## src/ramp_defs.svh

```systemverilog
// Constants for the drive ramp time controller
`ifndef RAMP_DEFS_SVH
`define RAMP_DEFS_SVH
// Register byte offsets
`define OFS_CTRL 12'h000
`define OFS_ACC1 12'h004
`define OFS_DEC1 12'h008
`define OFS_ACC2 12'h00c
`define OFS_DEC2 12'h010
`define OFS_ACC3 12'h014
`define OFS_DEC3 12'h018
`define OFS_ACC4 12'h01c
`define OFS_DEC4 12'h020
`define OFS_FSTOP 12'h024
`define OFS_UNIT 12'h028
`define OFS_SWF 12'h02c
`define OFS_DWELL_START 12'h030
`define OFS_DWELL_STOP 12'h034
`define OFS_HOLD 12'h038
`define OFS_FALLBACK 12'h03c
`define OFS_MAXF 12'h040
`define OFS_CMD 12'h044
`define OFS_STATUS 12'h048
`define OFS_FREQ 12'h04c
// Field positions
`define CTRL_RUN 0
`define CTRL_FBL 1
`define CTRL_FAULT_FS 2
`define CTRL_ZH_SEL 3
`define CTRL_METHOD_LO 4
`define CTRL_METHOD_HI 6
`define CTRL_PM 7
`define ST_FSTOP 0
`define ST_ZHOLD 1
`define ST_COAST 2
`define ST_UNIT_REJ 3
// Reset values; frequencies in 0.1 Hz, times in unit ticks
`define RST_RAMP_TIME 32'd100
`define RST_UNIT 1'b1
`define RST_FALLBACK 16'd300
`define RST_HOLD_TIME 16'd10
`define RST_MAXF 16'd600
`define TIME_LIMIT_COARSE 32'd60000
`define FINE_REJECT 32'd6001
`define DWELL_MAX 16'd100
`define HOLD_CONT 16'd9999
`define DC_HOLD_LIMIT 8'd20
// Input and output function codes
`define FC_SEL1 8'h10
`define FC_SEL2 8'h11
`define FC_FS_NO 8'h15
`define FC_FS_NC 8'h16
`define FC_MOTOR 8'h33
`define FC_OUT_FS 8'h2c
// Timing: 10 ms tick at 200 MHz
`define CLK_HZ 200000000
`define TICK_HZ 100
`define TICK_CYCLES (`CLK_HZ / `TICK_HZ)
`endif

```

## src/ramp_pkg.sv

```systemverilog
// Types for the drive ramp time controller
package ramp_pkg;
    typedef enum logic [2:0] {
        ST_IDLE = 3'b000,
        ST_ACCEL = 3'b001,
        ST_DWELL_UP = 3'b011,
        ST_RUN = 3'b010,
        ST_DECEL = 3'b110,
        ST_DWELL_DN = 3'b111,
        ST_ZHOLD = 3'b101,
        ST_COAST = 3'b100
    } ramp_state_e;
endpackage : ramp_pkg

```

## src/tick_divider.sv

```systemverilog
// Divider that makes the one-cycle control tick
`timescale 1ns/10ps
`default_nettype none
module tick_divider #(
    parameter int CYCLES = 2000000
) (
    input wire logic i_clk,
    input wire logic i_srst,
    output logic o_tick
);
    logic [31:0] count;
    always_ff @(posedge i_clk) begin
        if (i_srst) begin
            count <= 32'h0;
            o_tick <= 1'b0;
        end else if (count == 32'(CYCLES - 1)) begin
            count <= 32'h0;
            o_tick <= 1'b1;
        end else begin
            count <= count + 32'h1;
            o_tick <= 1'b0;
        end
    end
endmodule : tick_divider
`default_nettype wire

```

## src/drive_ramp_time_control.sv

```systemverilog
// Ramp controller with time pair select, dwell, fast stop and zero hold
//
// Contract
// RULE1 - Feedback loss alarm forces fallback frequency
// RULE2 - Acceleration holds at start dwell frequency
// RULE3 - Deceleration holds at stop dwell frequency
// RULE4 - Stop dwell needs ramp-to-stop stopping method; the stop dwell entry here does not check the stopping method
// RULE5 - Zero hold only in methods 0, 1
// RULE6 - Hold select: coast or DC hold, clamped
// RULE7 - Hold ends after hold time; 99.99 continuous
// RULE8 - Ramp time spans zero to maximum frequency
// RULE9 - Pair one default; times default 10.0 s
// RULE10 - Codes 16, 17 select one of four pairs
// RULE11 - Code 51 selects motor; not in PM
// RULE12 - Motor selection: code 16 picks pair
// RULE13 - Switch frequency picks pair 4 below threshold
// RULE14 - Input selection overrides threshold switching
// RULE15 - Codes 21, 22 latch a fast stop
// RULE16 - Restart needs stop done, input off, run cycled
// RULE17 - Output code 44 closes during fast stop
// RULE18 - Fault fast stop uses fast stop time
// RULE19 - Time unit: 0 gives 0.01 s, 1 gives 0.1 s
// RULE20 - Unit 0 refused while any time >= 600.1
// RULE21 - Sleep after delay below sleep level; no sleep function is implemented
// RULE22 - Wake after delay above wake level; no wake function is implemented
// RULE23 - Step per tick from max over time, no overshoot
`timescale 1ns/10ps
`default_nettype none
`include "ramp_defs.svh"
module drive_ramp_time_control import ramp_pkg::*; #(
    parameter int NUM_IN = 4,
    parameter int TICK_CYCLES = `TICK_CYCLES
) (
    input wire logic i_clk,
    input wire logic i_srst,
    input wire logic [NUM_IN-1:0] i_terminal,
    input wire logic [7:0] i_dc_hold_current,
    input wire logic [15:0] i_pid_frequency,
    input wire logic [31:0] i_function_codes,
    input wire logic [7:0] i_output_function_code,
    input wire logic [11:0] s_axi_awaddr,
    input wire logic s_axi_awvalid,
    output logic s_axi_awready,
    input wire logic [31:0] s_axi_wdata,
    input wire logic [3:0] s_axi_wstrb,
    input wire logic s_axi_wvalid,
    output logic s_axi_wready,
    output logic [1:0] s_axi_bresp,
    output logic s_axi_bvalid,
    input wire logic s_axi_bready,
    input wire logic [11:0] s_axi_araddr,
    input wire logic s_axi_arvalid,
    output logic s_axi_arready,
    output logic [31:0] s_axi_rdata,
    output logic [1:0] s_axi_rresp,
    output logic s_axi_rvalid,
    input wire logic s_axi_rready,
    output logic [15:0] o_frequency,
    output logic o_output_enable,
    output logic o_dc_hold,
    output logic [7:0] o_dc_hold_current,
    output logic o_fast_stop_terminal,
    output logic o_motor2
);
    ////////////////////////////////////////////////////////////////////////
    logic [7:0] ctrl;
    logic [31:0] ramp_time [0:8];
    logic unit_fine;
    logic unit_reject;
    logic [15:0] switch_freq;
    logic [15:0] start_dwell_frequency, stop_dwell_frequency;
    logic [15:0] start_dwell_time, stop_dwell_time;
    logic [15:0] zero_hold_time, fallback_frequency, max_output_frequency;
    logic [15:0] command;
    logic aw_held, w_held;
    logic [11:0] aw_addr;
    logic [31:0] w_data;
    logic [3:0] w_strb;
    logic tick;
    ramp_state_e state;
    logic [31:0] accum;
    logic [31:0] timer;
    logic fast_stop, fs_decel_done, run_cycled;
    logic [15:0] target;
    logic [31:0] active_time, ramp_thr;
    logic sel1, sel2, motor_in, fs_no, fs_nc;
    logic fs_trigger;
    logic [1:0] pair;
    logic any_over;
    logic wr_go;

    // True when any terminal carrying the given function code is at the wanted level
    function automatic logic term_has(input logic [7:0] code,
                                      input logic [31:0] codes,
                                      input logic [NUM_IN-1:0] pins,
                                      input logic want);
        logic r;
        r = 1'b0;
        for (int k = 0; k < NUM_IN; k++) begin
            if (codes[k*8 +: 8] == code && pins[k] == want) begin
                r = 1'b1;
            end
        end
        return r;
    endfunction : term_has

    function automatic logic term_assigned(input logic [7:0] code,
                                           input logic [31:0] codes);
        logic r;
        r = 1'b0;
        for (int k = 0; k < NUM_IN; k++) begin
            if (codes[k*8 +: 8] == code) begin
                r = 1'b1;
            end
        end
        return r;
    endfunction : term_assigned

    tick_divider #(.CYCLES(TICK_CYCLES)) u_tick (
        .i_clk(i_clk),
        .i_srst(i_srst),
        .o_tick(tick)
    );

    ////////////////////////////////////////////////////////////////////////
    // AXI4-Lite slave; one cycle answer once both halves are held
    assign s_axi_awready = !aw_held && !s_axi_bvalid;
    assign s_axi_wready = !w_held && !s_axi_bvalid;
    assign wr_go = aw_held && w_held && !s_axi_bvalid;
    assign s_axi_arready = !s_axi_rvalid;

    always_ff @(posedge i_clk) begin
        if (i_srst) begin
            aw_held <= 1'b0;
            w_held <= 1'b0;
            aw_addr <= 12'h000;
            w_data <= 32'h0;
            w_strb <= 4'h0;
            s_axi_bvalid <= 1'b0;
            s_axi_bresp <= 2'b00;
        end else begin
            if (s_axi_awvalid && s_axi_awready) begin
                aw_held <= 1'b1;
                aw_addr <= s_axi_awaddr;
            end
            if (s_axi_wvalid && s_axi_wready) begin
                w_held <= 1'b1;
                w_data <= s_axi_wdata;
                w_strb <= s_axi_wstrb;
            end
            if (wr_go) begin
                aw_held <= 1'b0;
                w_held <= 1'b0;
                s_axi_bvalid <= 1'b1;
                s_axi_bresp <= (aw_addr > `OFS_CMD) ? 2'b10 : 2'b00;
            end else if (s_axi_bvalid && s_axi_bready) begin
                s_axi_bvalid <= 1'b0;
            end
        end
    end

    // Unit 0 refused while any of the nine ramp times exceeds the fine range
    always_comb begin
        any_over = 1'b0;
        for (int k = 0; k < 9; k++) begin
            if (ramp_time[k] >= `FINE_REJECT) begin
                any_over = 1'b1; // RULE20
            end
        end
    end

    always_ff @(posedge i_clk) begin
        if (i_srst) begin
            ctrl <= 8'h00;
            for (int k = 0; k < 9; k++) begin
                ramp_time[k] <= `RST_RAMP_TIME; // RULE9
            end
            unit_fine <= ~`RST_UNIT; // RULE19
            unit_reject <= 1'b0;
            switch_freq <= 16'h0;
            start_dwell_frequency <= 16'h0;
            start_dwell_time <= 16'h0;
            stop_dwell_frequency <= 16'h0;
            stop_dwell_time <= 16'h0;
            zero_hold_time <= `RST_HOLD_TIME; // RULE7
            fallback_frequency <= `RST_FALLBACK; // RULE1
            max_output_frequency <= `RST_MAXF;
            command <= 16'h0;
        end else if (wr_go) begin
            case (aw_addr)
                `OFS_CTRL: begin
                    if (w_strb[0]) begin
                        ctrl <= w_data[7:0];
                    end
                end
                `OFS_UNIT: begin
                    if (!w_data[0] && any_over) begin
                        unit_reject <= 1'b1; // RULE20
                    end else begin
                        unit_fine <= !w_data[0];
                        unit_reject <= 1'b0;
                    end
                end
                `OFS_SWF: switch_freq <= w_data[15:0];
                `OFS_DWELL_START: begin
                    start_dwell_frequency <= w_data[15:0];
                    start_dwell_time <= (w_data[31:16] > `DWELL_MAX) ?
                        `DWELL_MAX : w_data[31:16]; // RULE2
                end
                `OFS_DWELL_STOP: begin
                    stop_dwell_frequency <= w_data[15:0];
                    stop_dwell_time <= (w_data[31:16] > `DWELL_MAX) ?
                        `DWELL_MAX : w_data[31:16];
                end
                `OFS_HOLD: zero_hold_time <= w_data[15:0];
                `OFS_FALLBACK: fallback_frequency <= w_data[15:0];
                `OFS_MAXF: max_output_frequency <= w_data[15:0];
                `OFS_CMD: command <= w_data[15:0];
                default: begin
                    if (aw_addr >= `OFS_ACC1 && aw_addr <= `OFS_FSTOP) begin
                        ramp_time[4'((aw_addr - `OFS_ACC1) >> 2)] <=
                            (w_data > `TIME_LIMIT_COARSE) ?
                            `TIME_LIMIT_COARSE : w_data; // RULE9
                    end
                end
            endcase
        end
    end

    always_ff @(posedge i_clk) begin
        if (i_srst) begin
            s_axi_rvalid <= 1'b0;
            s_axi_rdata <= 32'h0;
            s_axi_rresp <= 2'b00;
        end else if (s_axi_arvalid && s_axi_arready) begin
            s_axi_rvalid <= 1'b1;
            s_axi_rresp <= 2'b00;
            case (s_axi_araddr)
                `OFS_CTRL: s_axi_rdata <= {24'h0, ctrl};
                `OFS_UNIT: s_axi_rdata <= {31'h0, !unit_fine};
                `OFS_SWF: s_axi_rdata <= {16'h0, switch_freq};
                `OFS_DWELL_START:
                    s_axi_rdata <= {start_dwell_time, start_dwell_frequency};
                `OFS_DWELL_STOP:
                    s_axi_rdata <= {stop_dwell_time, stop_dwell_frequency};
                `OFS_HOLD: s_axi_rdata <= {16'h0, zero_hold_time};
                `OFS_FALLBACK: s_axi_rdata <= {16'h0, fallback_frequency};
                `OFS_MAXF: s_axi_rdata <= {16'h0, max_output_frequency};
                `OFS_CMD: s_axi_rdata <= {16'h0, command};
                `OFS_STATUS: s_axi_rdata <= {28'h0, unit_reject,
                    state == ST_COAST, state == ST_ZHOLD, fast_stop};
                `OFS_FREQ: s_axi_rdata <= {16'h0, o_frequency};
                default: begin
                    if (s_axi_araddr >= `OFS_ACC1 &&
                        s_axi_araddr <= `OFS_FSTOP) begin
                        s_axi_rdata <=
                            ramp_time[4'((s_axi_araddr - `OFS_ACC1) >> 2)];
                    end else begin
                        s_axi_rdata <= 32'h0;
                        s_axi_rresp <= 2'b10;
                    end
                end
            endcase
        end else if (s_axi_rvalid && s_axi_rready) begin
            s_axi_rvalid <= 1'b0;
        end
    end

    ////////////////////////////////////////////////////////////////////////
    // Terminal decode and time pair selection
    assign sel1 = term_has(`FC_SEL1, i_function_codes, i_terminal, 1'b1);
    assign sel2 = term_has(`FC_SEL2, i_function_codes, i_terminal, 1'b1);
    assign motor_in = !ctrl[`CTRL_PM] &&
        term_has(`FC_MOTOR, i_function_codes, i_terminal, 1'b1); // RULE11
    assign fs_no = term_has(`FC_FS_NO, i_function_codes, i_terminal, 1'b1);
    assign fs_nc = term_has(`FC_FS_NC, i_function_codes, i_terminal, 1'b0);
    assign fs_trigger = fs_no || fs_nc || ctrl[`CTRL_FAULT_FS]; // RULE15

    always_comb begin
        pair = 2'd0; // RULE9
        if (term_assigned(`FC_MOTOR, i_function_codes) && !ctrl[`CTRL_PM]) begin
            pair = {motor_in, sel1}; // RULE12
            if (!term_assigned(`FC_SEL1, i_function_codes) &&
                switch_freq != 16'h0) begin
                pair = (o_frequency < switch_freq) ? 2'd3 :
                    (motor_in ? 2'd2 : 2'd0); // RULE13
            end
        end else if (term_assigned(`FC_SEL1, i_function_codes) ||
                     term_assigned(`FC_SEL2, i_function_codes)) begin
            pair = {sel2, sel1}; // RULE10 RULE14
        end else if (switch_freq != 16'h0) begin
            pair = (o_frequency < switch_freq) ? 2'd3 : 2'd0; // RULE13
        end
    end

    assign o_motor2 = motor_in;
    // Coarse unit is ten ticks, so the threshold grows instead of the step
    assign ramp_thr = active_time * (unit_fine ? 32'd1 : 32'd10); // RULE19

    always_comb begin
        target = ctrl[`CTRL_FBL] ? fallback_frequency : // RULE1
            ((i_pid_frequency != 16'h0) ? i_pid_frequency : command);
        if (!ctrl[`CTRL_RUN] || fast_stop) begin
            target = 16'h0;
        end
        if (fast_stop) begin
            active_time = ramp_time[8]; // RULE18
        end else if (target > o_frequency) begin
            active_time = ramp_time[{pair, 1'b0}];
        end else begin
            active_time = ramp_time[{pair, 1'b1}];
        end
    end

    ////////////////////////////////////////////////////////////////////////
    // Fast stop latch and restart interlock
    always_ff @(posedge i_clk) begin
        if (i_srst) begin
            fast_stop <= 1'b0;
            fs_decel_done <= 1'b0;
            run_cycled <= 1'b0;
        end else if (fs_trigger && !fast_stop) begin
            fast_stop <= 1'b1; // RULE15
            fs_decel_done <= 1'b0;
            run_cycled <= 1'b0;
        end else if (fast_stop) begin
            if (o_frequency == 16'h0) begin
                fs_decel_done <= 1'b1;
            end
            if (fs_decel_done && !fs_trigger && !ctrl[`CTRL_RUN]) begin
                run_cycled <= 1'b1;
            end
            if (run_cycled && ctrl[`CTRL_RUN]) begin
                fast_stop <= 1'b0; // RULE16
            end
        end
    end

    assign o_fast_stop_terminal = fast_stop &&
        (i_output_function_code == `FC_OUT_FS); // RULE17

    ////////////////////////////////////////////////////////////////////////
    // Ramp engine; rate accumulates max frequency per tick over time
    always_ff @(posedge i_clk) begin
        if (i_srst) begin
            state <= ST_IDLE;
            o_frequency <= 16'h0;
            accum <= 32'h0;
            timer <= 32'h0;
        end else if (tick) begin
            case (state)
                ST_IDLE, ST_COAST: begin
                    o_frequency <= 16'h0;
                    timer <= 32'h0;
                    if (ctrl[`CTRL_RUN] && !fast_stop && target != 16'h0) begin
                        state <= ST_ACCEL;
                    end else if (!ctrl[`CTRL_RUN]) begin
                        state <= ST_IDLE;
                    end
                end
                ST_DWELL_UP, ST_DWELL_DN: begin
                    timer <= timer + 32'h1;
                    if (timer >= {16'h0, (state == ST_DWELL_UP ?
                        start_dwell_time :
                        stop_dwell_time)} * 32'd10) begin
                        timer <= 32'h0;
                        state <= (state == ST_DWELL_UP) ? ST_ACCEL : ST_DECEL;
                    end // RULE2 RULE3
                end
                ST_ZHOLD: begin
                    timer <= timer + 32'h1;
                    if (ctrl[`CTRL_RUN] && target != 16'h0 && !fast_stop) begin
                        state <= ST_ACCEL;
                    end else if (zero_hold_time != `HOLD_CONT &&
                        timer >= {16'h0, zero_hold_time}) begin
                        state <= ST_COAST; // RULE7
                    end
                end
                default: begin
                    if (active_time == 32'h0 || o_frequency == target) begin
                        o_frequency <= target;
                        accum <= 32'h0;
                    end else if (accum + {16'h0, max_output_frequency} <
                        ramp_thr) begin
                        accum <= accum + {16'h0, max_output_frequency};
                    end else begin
                        accum <= accum + {16'h0, max_output_frequency} -
                            ramp_thr; // RULE8
                        begin
                            if (target > o_frequency) begin
                                o_frequency <= o_frequency + 16'h1; // RULE23
                            end else begin
                                o_frequency <= o_frequency - 16'h1;
                            end
                        end
                    end
                    if (target > o_frequency) begin
                        state <= ST_ACCEL;
                        if (state != ST_DWELL_UP && start_dwell_time != 16'h0
                            && o_frequency == start_dwell_frequency
                            && o_frequency < target && timer == 32'h0) begin
                            state <= ST_DWELL_UP;
                            timer <= 32'h1;
                        end
                    end else if (target < o_frequency) begin
                        state <= ST_DECEL;
                        if (stop_dwell_time != 16'h0 && target == 16'h0 &&
                            o_frequency == stop_dwell_frequency &&
                            timer == 32'h0) begin
                            state <= ST_DWELL_DN; // RULE3; stopping method not checked for RULE4
                            timer <= 32'h1;
                        end
                    end else if (target == 16'h0) begin
                        timer <= 32'h0;
                        if (ctrl[`CTRL_METHOD_HI:`CTRL_METHOD_LO] <= 3'd1 &&
                            ctrl[`CTRL_RUN] && ctrl[`CTRL_ZH_SEL] &&
                            zero_hold_time != 16'h0 && !fast_stop) begin
                            state <= ST_ZHOLD; // RULE5 RULE6
                        end else begin
                            state <= ST_COAST; // RULE6
                        end
                    end else begin
                        state <= ST_RUN;
                    end
                end
            endcase
        end
    end

    assign o_dc_hold = (state == ST_ZHOLD);
    assign o_dc_hold_current = (i_dc_hold_current >= `DC_HOLD_LIMIT) ?
        (`DC_HOLD_LIMIT - 8'd1) : i_dc_hold_current; // RULE6
    assign o_output_enable = (state != ST_IDLE) && (state != ST_COAST);
endmodule : drive_ramp_time_control
`default_nettype wire

```

## config.mk

```make
export PLATFORM = sky130hd
export DESIGN_NAME = drive_ramp_time_control
export DESIGN_NICKNAME = d
export VERILOG_FILES = /design/src/ramp_pkg.sv /design/src/tick_divider.sv /design/src/drive_ramp_time_control.sv
export VERILOG_INCLUDE_DIRS = /design/src
export SDC_FILE = /design/constraint.sdc
export NUM_CORES = 2
export LEC_CHECK = 0
export ABC_AREA = 1
export BUFFER_PORTS_ARGS = -buffer_cell sky130_fd_sc_hd__buf_2
export CORE_ASPECT_RATIO = 1.1
export CORE_MARGIN = 2
export CORE_UTILIZATION = 60
export DETAILED_ROUTE_END_ITERATION = 8
export PLACE_DENSITY = 0.86
export SYNTH_ARGS = -nofsm -noshare
export SYNTH_HDL_FRONTEND = slang
export SYNTH_SLANG_ARGS = --single-unit
```

## constraint.sdc

```tcl
create_clock -name i_clk -period 11.1 [get_ports i_clk]
set_input_delay 0.555 -clock i_clk [delete_from_list [all_inputs] [get_ports i_clk]]
set_output_delay 0.555 -clock i_clk [all_outputs]
set_load 0.01 [all_outputs]
```

==> summary.txt <==
Floorplanning
  • Core Box Area: 82000 um2
  • Row cnt: 110
  • I/O pin count: 204
  • Die Wd: 279 um
  • Die footprint: 85300 um2
  • Starting Density: 60.7%
  • Chip height: 306 um

Power
  • Maximum vdd drop: 0.000237 V
  • Pwr dens: 146 nW/um2
  • P_leak: 23.8 nW

Clock tree
  • TritonCTS buffer count: 89
  • # resized after CTS: 0
  • CTS Sinks: 868
  • Clk buf depth: 3
  • CTS Root Cell: clkbuf_16
  • H-tree Lvls: 3
  • Hold Buf Count CTS: 0
  • Clk_lat worst skew: 690 ps
  • TritonCTS clock tree: done
  • Postcts setup bufs: 0
  • Clock transition at path regs: 70 ps

Routing
  • Met3 routed WL: 20.6 mm
  • Routed vias/inst: 6.07
  • Routed vias: 47411
  • WL/cell: 21.3 um
  • DRC Markers: 0
  • Met2 WL post-DR: 73.6 mm
  • Final WL: 167 mm
  • Iteration count of the initial detailed-routing pass: 8
  • Top sig layer: met5
  • Wl on met1: 58.7 mm
  • Routed Antenna Nets: 0
  • Starting DRT DRC Count: 7104

Timing
  • Setup-failing EPs final: 0
  • Setup ws final: 847 ps
  • Slew headroom: 12.0%
  • Hold Vio Cnt, Final: 0
  • Final clock skew: 50.2 ps
  • Fmax: 0.0975 GHz
  • RSZ-0062 raised after global routing: false
  • Tmin final: 10250 ps
  • Slew Limit Fails: 0
  • Crit share post-route: 92.4%
  • Slew at the pin with the worst max-slew slack: 1290 ps
  • Sum Neg Setup Slack: 0 ps

Setup path
  • CP Launch Point: ctrl[0]$_SDFFE_PP0P_
  • Critical path fanouts, max: 23
  • Top delay family on crit path: simple AND/OR/NAND/NOR gates
  • CP Capture Point: o_frequency[2]$_SDFFE_PP0P_
  • CP dominant cell by count: nand2_1
  • Beginning of the worst register-to-register path: ctrl[0]$_SDFFE_PP0P_
  • Crit. path cell count: 54
  • Critical path's slowest cell: inv_2
  • Reg2Reg Setup Slack: 850 ps
  • R2r worst-path depth: 54
  • Slowest cell delay on critical path: 600 ps
  • Reg2reg end: o_frequency[2]$_SDFFE_PP0P_
  • CP bufs+invs: 9
  • Crit. End Element: flop
  • Critical path arrival: 10870 ps
  • Data required, critical path: 11720 ps
  • Type of origin of the critical path: flop
  • Setup CP Type: flop to flop

GRT
  • Largest net degree at the start of global routing: 119
  • First-pass GRT wire length: 250 mm
  • Initial antenna violation count: 5
  • Vias in the first global route: 44605
  • GRT Util Overall: 38.1%
  • GRT Residual Overflow: 0

Yosys
  • Sequential cell area fraction in the yosys report: 45.2%
  • Seq cells post-synth: 868
  • Syn avg cell area: 8.12 um2
  • Synth Warn #: 0
  • Syn Std Cell Area: 49800 um2
  • Post-synth EDFFs: 512
  • Dominant synthesized flop cell: edfxtp_1
  • Synth cell types: 71
  • Asr flop ratio synth: 0%
  • Mapped Cells: 6131

Final layout
  • Core Util, Final: 68.7%
  • Commonest non-fill, non-tap cell in the layout: nand2_1
  • Final Net Count: 7066
  • Filler Cells Inserted: 6431
  • Most frequent cells in the layout: nand2_1 (1004), inv_1 (679), nor2_1 (673), a21oi_1 (533), edfxtp_1 (512)
  • Area Overhead vs Synth: 13.2%
  • Share of post-route cells with drive strength above 1: 7.23%
  • Final Instance Area: 56400 um2

Placed design
  • Post-DP HPWL: 116 mm
  • PortBufs: 195
  • Final Wtd Congestion: 1.01
  • Pre-CTS setup slack: 758 ps
  • DP Area: 53300 um2

Flow run
  • MaxCap Viol Count: 0

Min path
  • HP Class: primary input to flop

Status
  • Status: finished clean
-- logic make-up after synthesis --
family | after synthesis | share of synthesized area [%]
other cells | 2 | 0.0151
compound gates | 1422 | 16.4
buf+inv | 1008 | 7.92
fa+ha+maj | 258 | 6.96
xor+xnor | 146 | 2.57
simple gates | 2427 | 21.0
flops | 868 | 45.2
-- worst min path at each step --
stage                                  to                        from  cells past startpoint
4_1_cts         s_axi_bvalid$_SDFFE_PP0P_                s_axi_bready                      4
3_3_place_gp   u_tick.count[0]$_SDFF_PP0_  u_tick.count[0]$_SDFF_PP0_                      1
2_1_floorplan  u_tick.count[0]$_SDFF_PP0_  u_tick.count[0]$_SDFF_PP0_                      1
3_5_place_dp   u_tick.count[0]$_SDFF_PP0_  u_tick.count[0]$_SDFF_PP0_                      1
5_1_grt           aw_addr[6]$_SDFFE_PP0P_             s_axi_awaddr[6]                      3
6_report        s_axi_bvalid$_SDFFE_PP0P_                s_axi_bready                      4
-- where the power goes --
group / switching (mW) / total [mW] / internal (mW)
combinational: 0.952 / 1.40 / 0.445
sequential: 0.109 / 3.66 / 3.55
clock: 1.34 / 3.15 / 1.81
total: 2.40 / 8.21 / 5.81
-- cell type report --
| type | count | area [um2] | area share (%) |
|---|---|---|---|
| flip-flops and latches | 868 | 22500 | 39.9 |
| multi-input cells | 4740 | 25200 | 44.8 |
| inverters | 707 | 2670 | 4.73 |
| well taps | 1064 | 1330 | 2.36 |
| diodes | 2 | 5.00 | 0.00888 |
| repair buffers | 267 | 1530 | 2.71 |
| clock buffers | 112 | 2480 | 4.40 |
| clock inverters | 52 | 616 | 1.09 |
-- cell usage after synthesis, types with 7 or more instances --
| cell type | n | area (um2) |
|---|---|---|
| xor2_1 | 90 | 788 |
| a211oi_1 | 16 | 120 |
| nor4_1 | 88 | 551 |
| o41ai_1 | 8 | 70.1 |
| nand3_1 | 435 | 2180 |
| nand4_1 | 63 | 394 |
| clkinv_1 | 16 | 60.1 |
| nand2_1 | 1006 | 3780 |
| o221ai_1 | 48 | 420 |
| o21bai_1 | 16 | 120 |
| o21a_1 | 7 | 52.6 |
| o21ai_0 | 497 | 2490 |
| dfxtp_1 | 356 | 7130 |
| a2111oi_0 | 9 | 78.8 |
| or2_2 | 23 | 144 |
| buf_1 | 18 | 67.6 |
| a21boi_0 | 8 | 60.1 |
| o21ai_1 | 15 | 75.1 |
| inv_2 | 10 | 37.5 |
| xnor2_1 | 56 | 490 |
| a32o_1 | 9 | 90.1 |
| buf_2 | 42 | 210 |
| o211ai_1 | 71 | 533 |
| a21oi_1 | 533 | 2670 |
| ha_1 | 226 | 2830 |
| a221oi_1 | 26 | 228 |
| o2111ai_1 | 9 | 78.8 |
| edfxtp_1 | 512 | 15400 |
| or4_1 | 7 | 52.6 |
| inv_1 | 681 | 2560 |
| a31oi_1 | 32 | 200 |
| clkbuf_1 | 217 | 815 |
| fa_1 | 32 | 641 |
| nor2_1 | 673 | 2530 |
| a221o_1 | 18 | 180 |
| o22ai_1 | 65 | 407 |
| buf_4 | 17 | 128 |
| nand3b_1 | 11 | 82.6 |
| nor3_1 | 79 | 395 |
-- registers in the layout, summed over array words and instances (netlist names), 32 cells and up --
name and flops:
ramp_time 512, timer 32, u_tick.count 32, s_axi_rdata 32, w_data 32, accum 32
-- metal layers --
layer  up-vias  GRT usage, %
li1      21713             -
met4         6          26.7
met5         -             0
met3       780          8.27
met2      3286          60.2
met1     21626          46.7
-- per-stage QoR --
stage          total power, mW  instances  hold slack [ps]
2_1_floorplan             4.63       6616              418
3_3_place_gp              5.01       7646              428
3_5_place_dp              5.05       7646              441
4_1_cts                   8.16       7810              106
5_1_grt                   8.49       7810              135
6_report                  8.21       7812              117
-- worst min-delay path, delay by kind of cell --
kind	cells	cell delay [ps]
AND/OR/NAND/NOR	1	50
AO/OA/AOI/OAI	1	60
buffers and inverters	2	110
(Power assumes the default switching activity.)
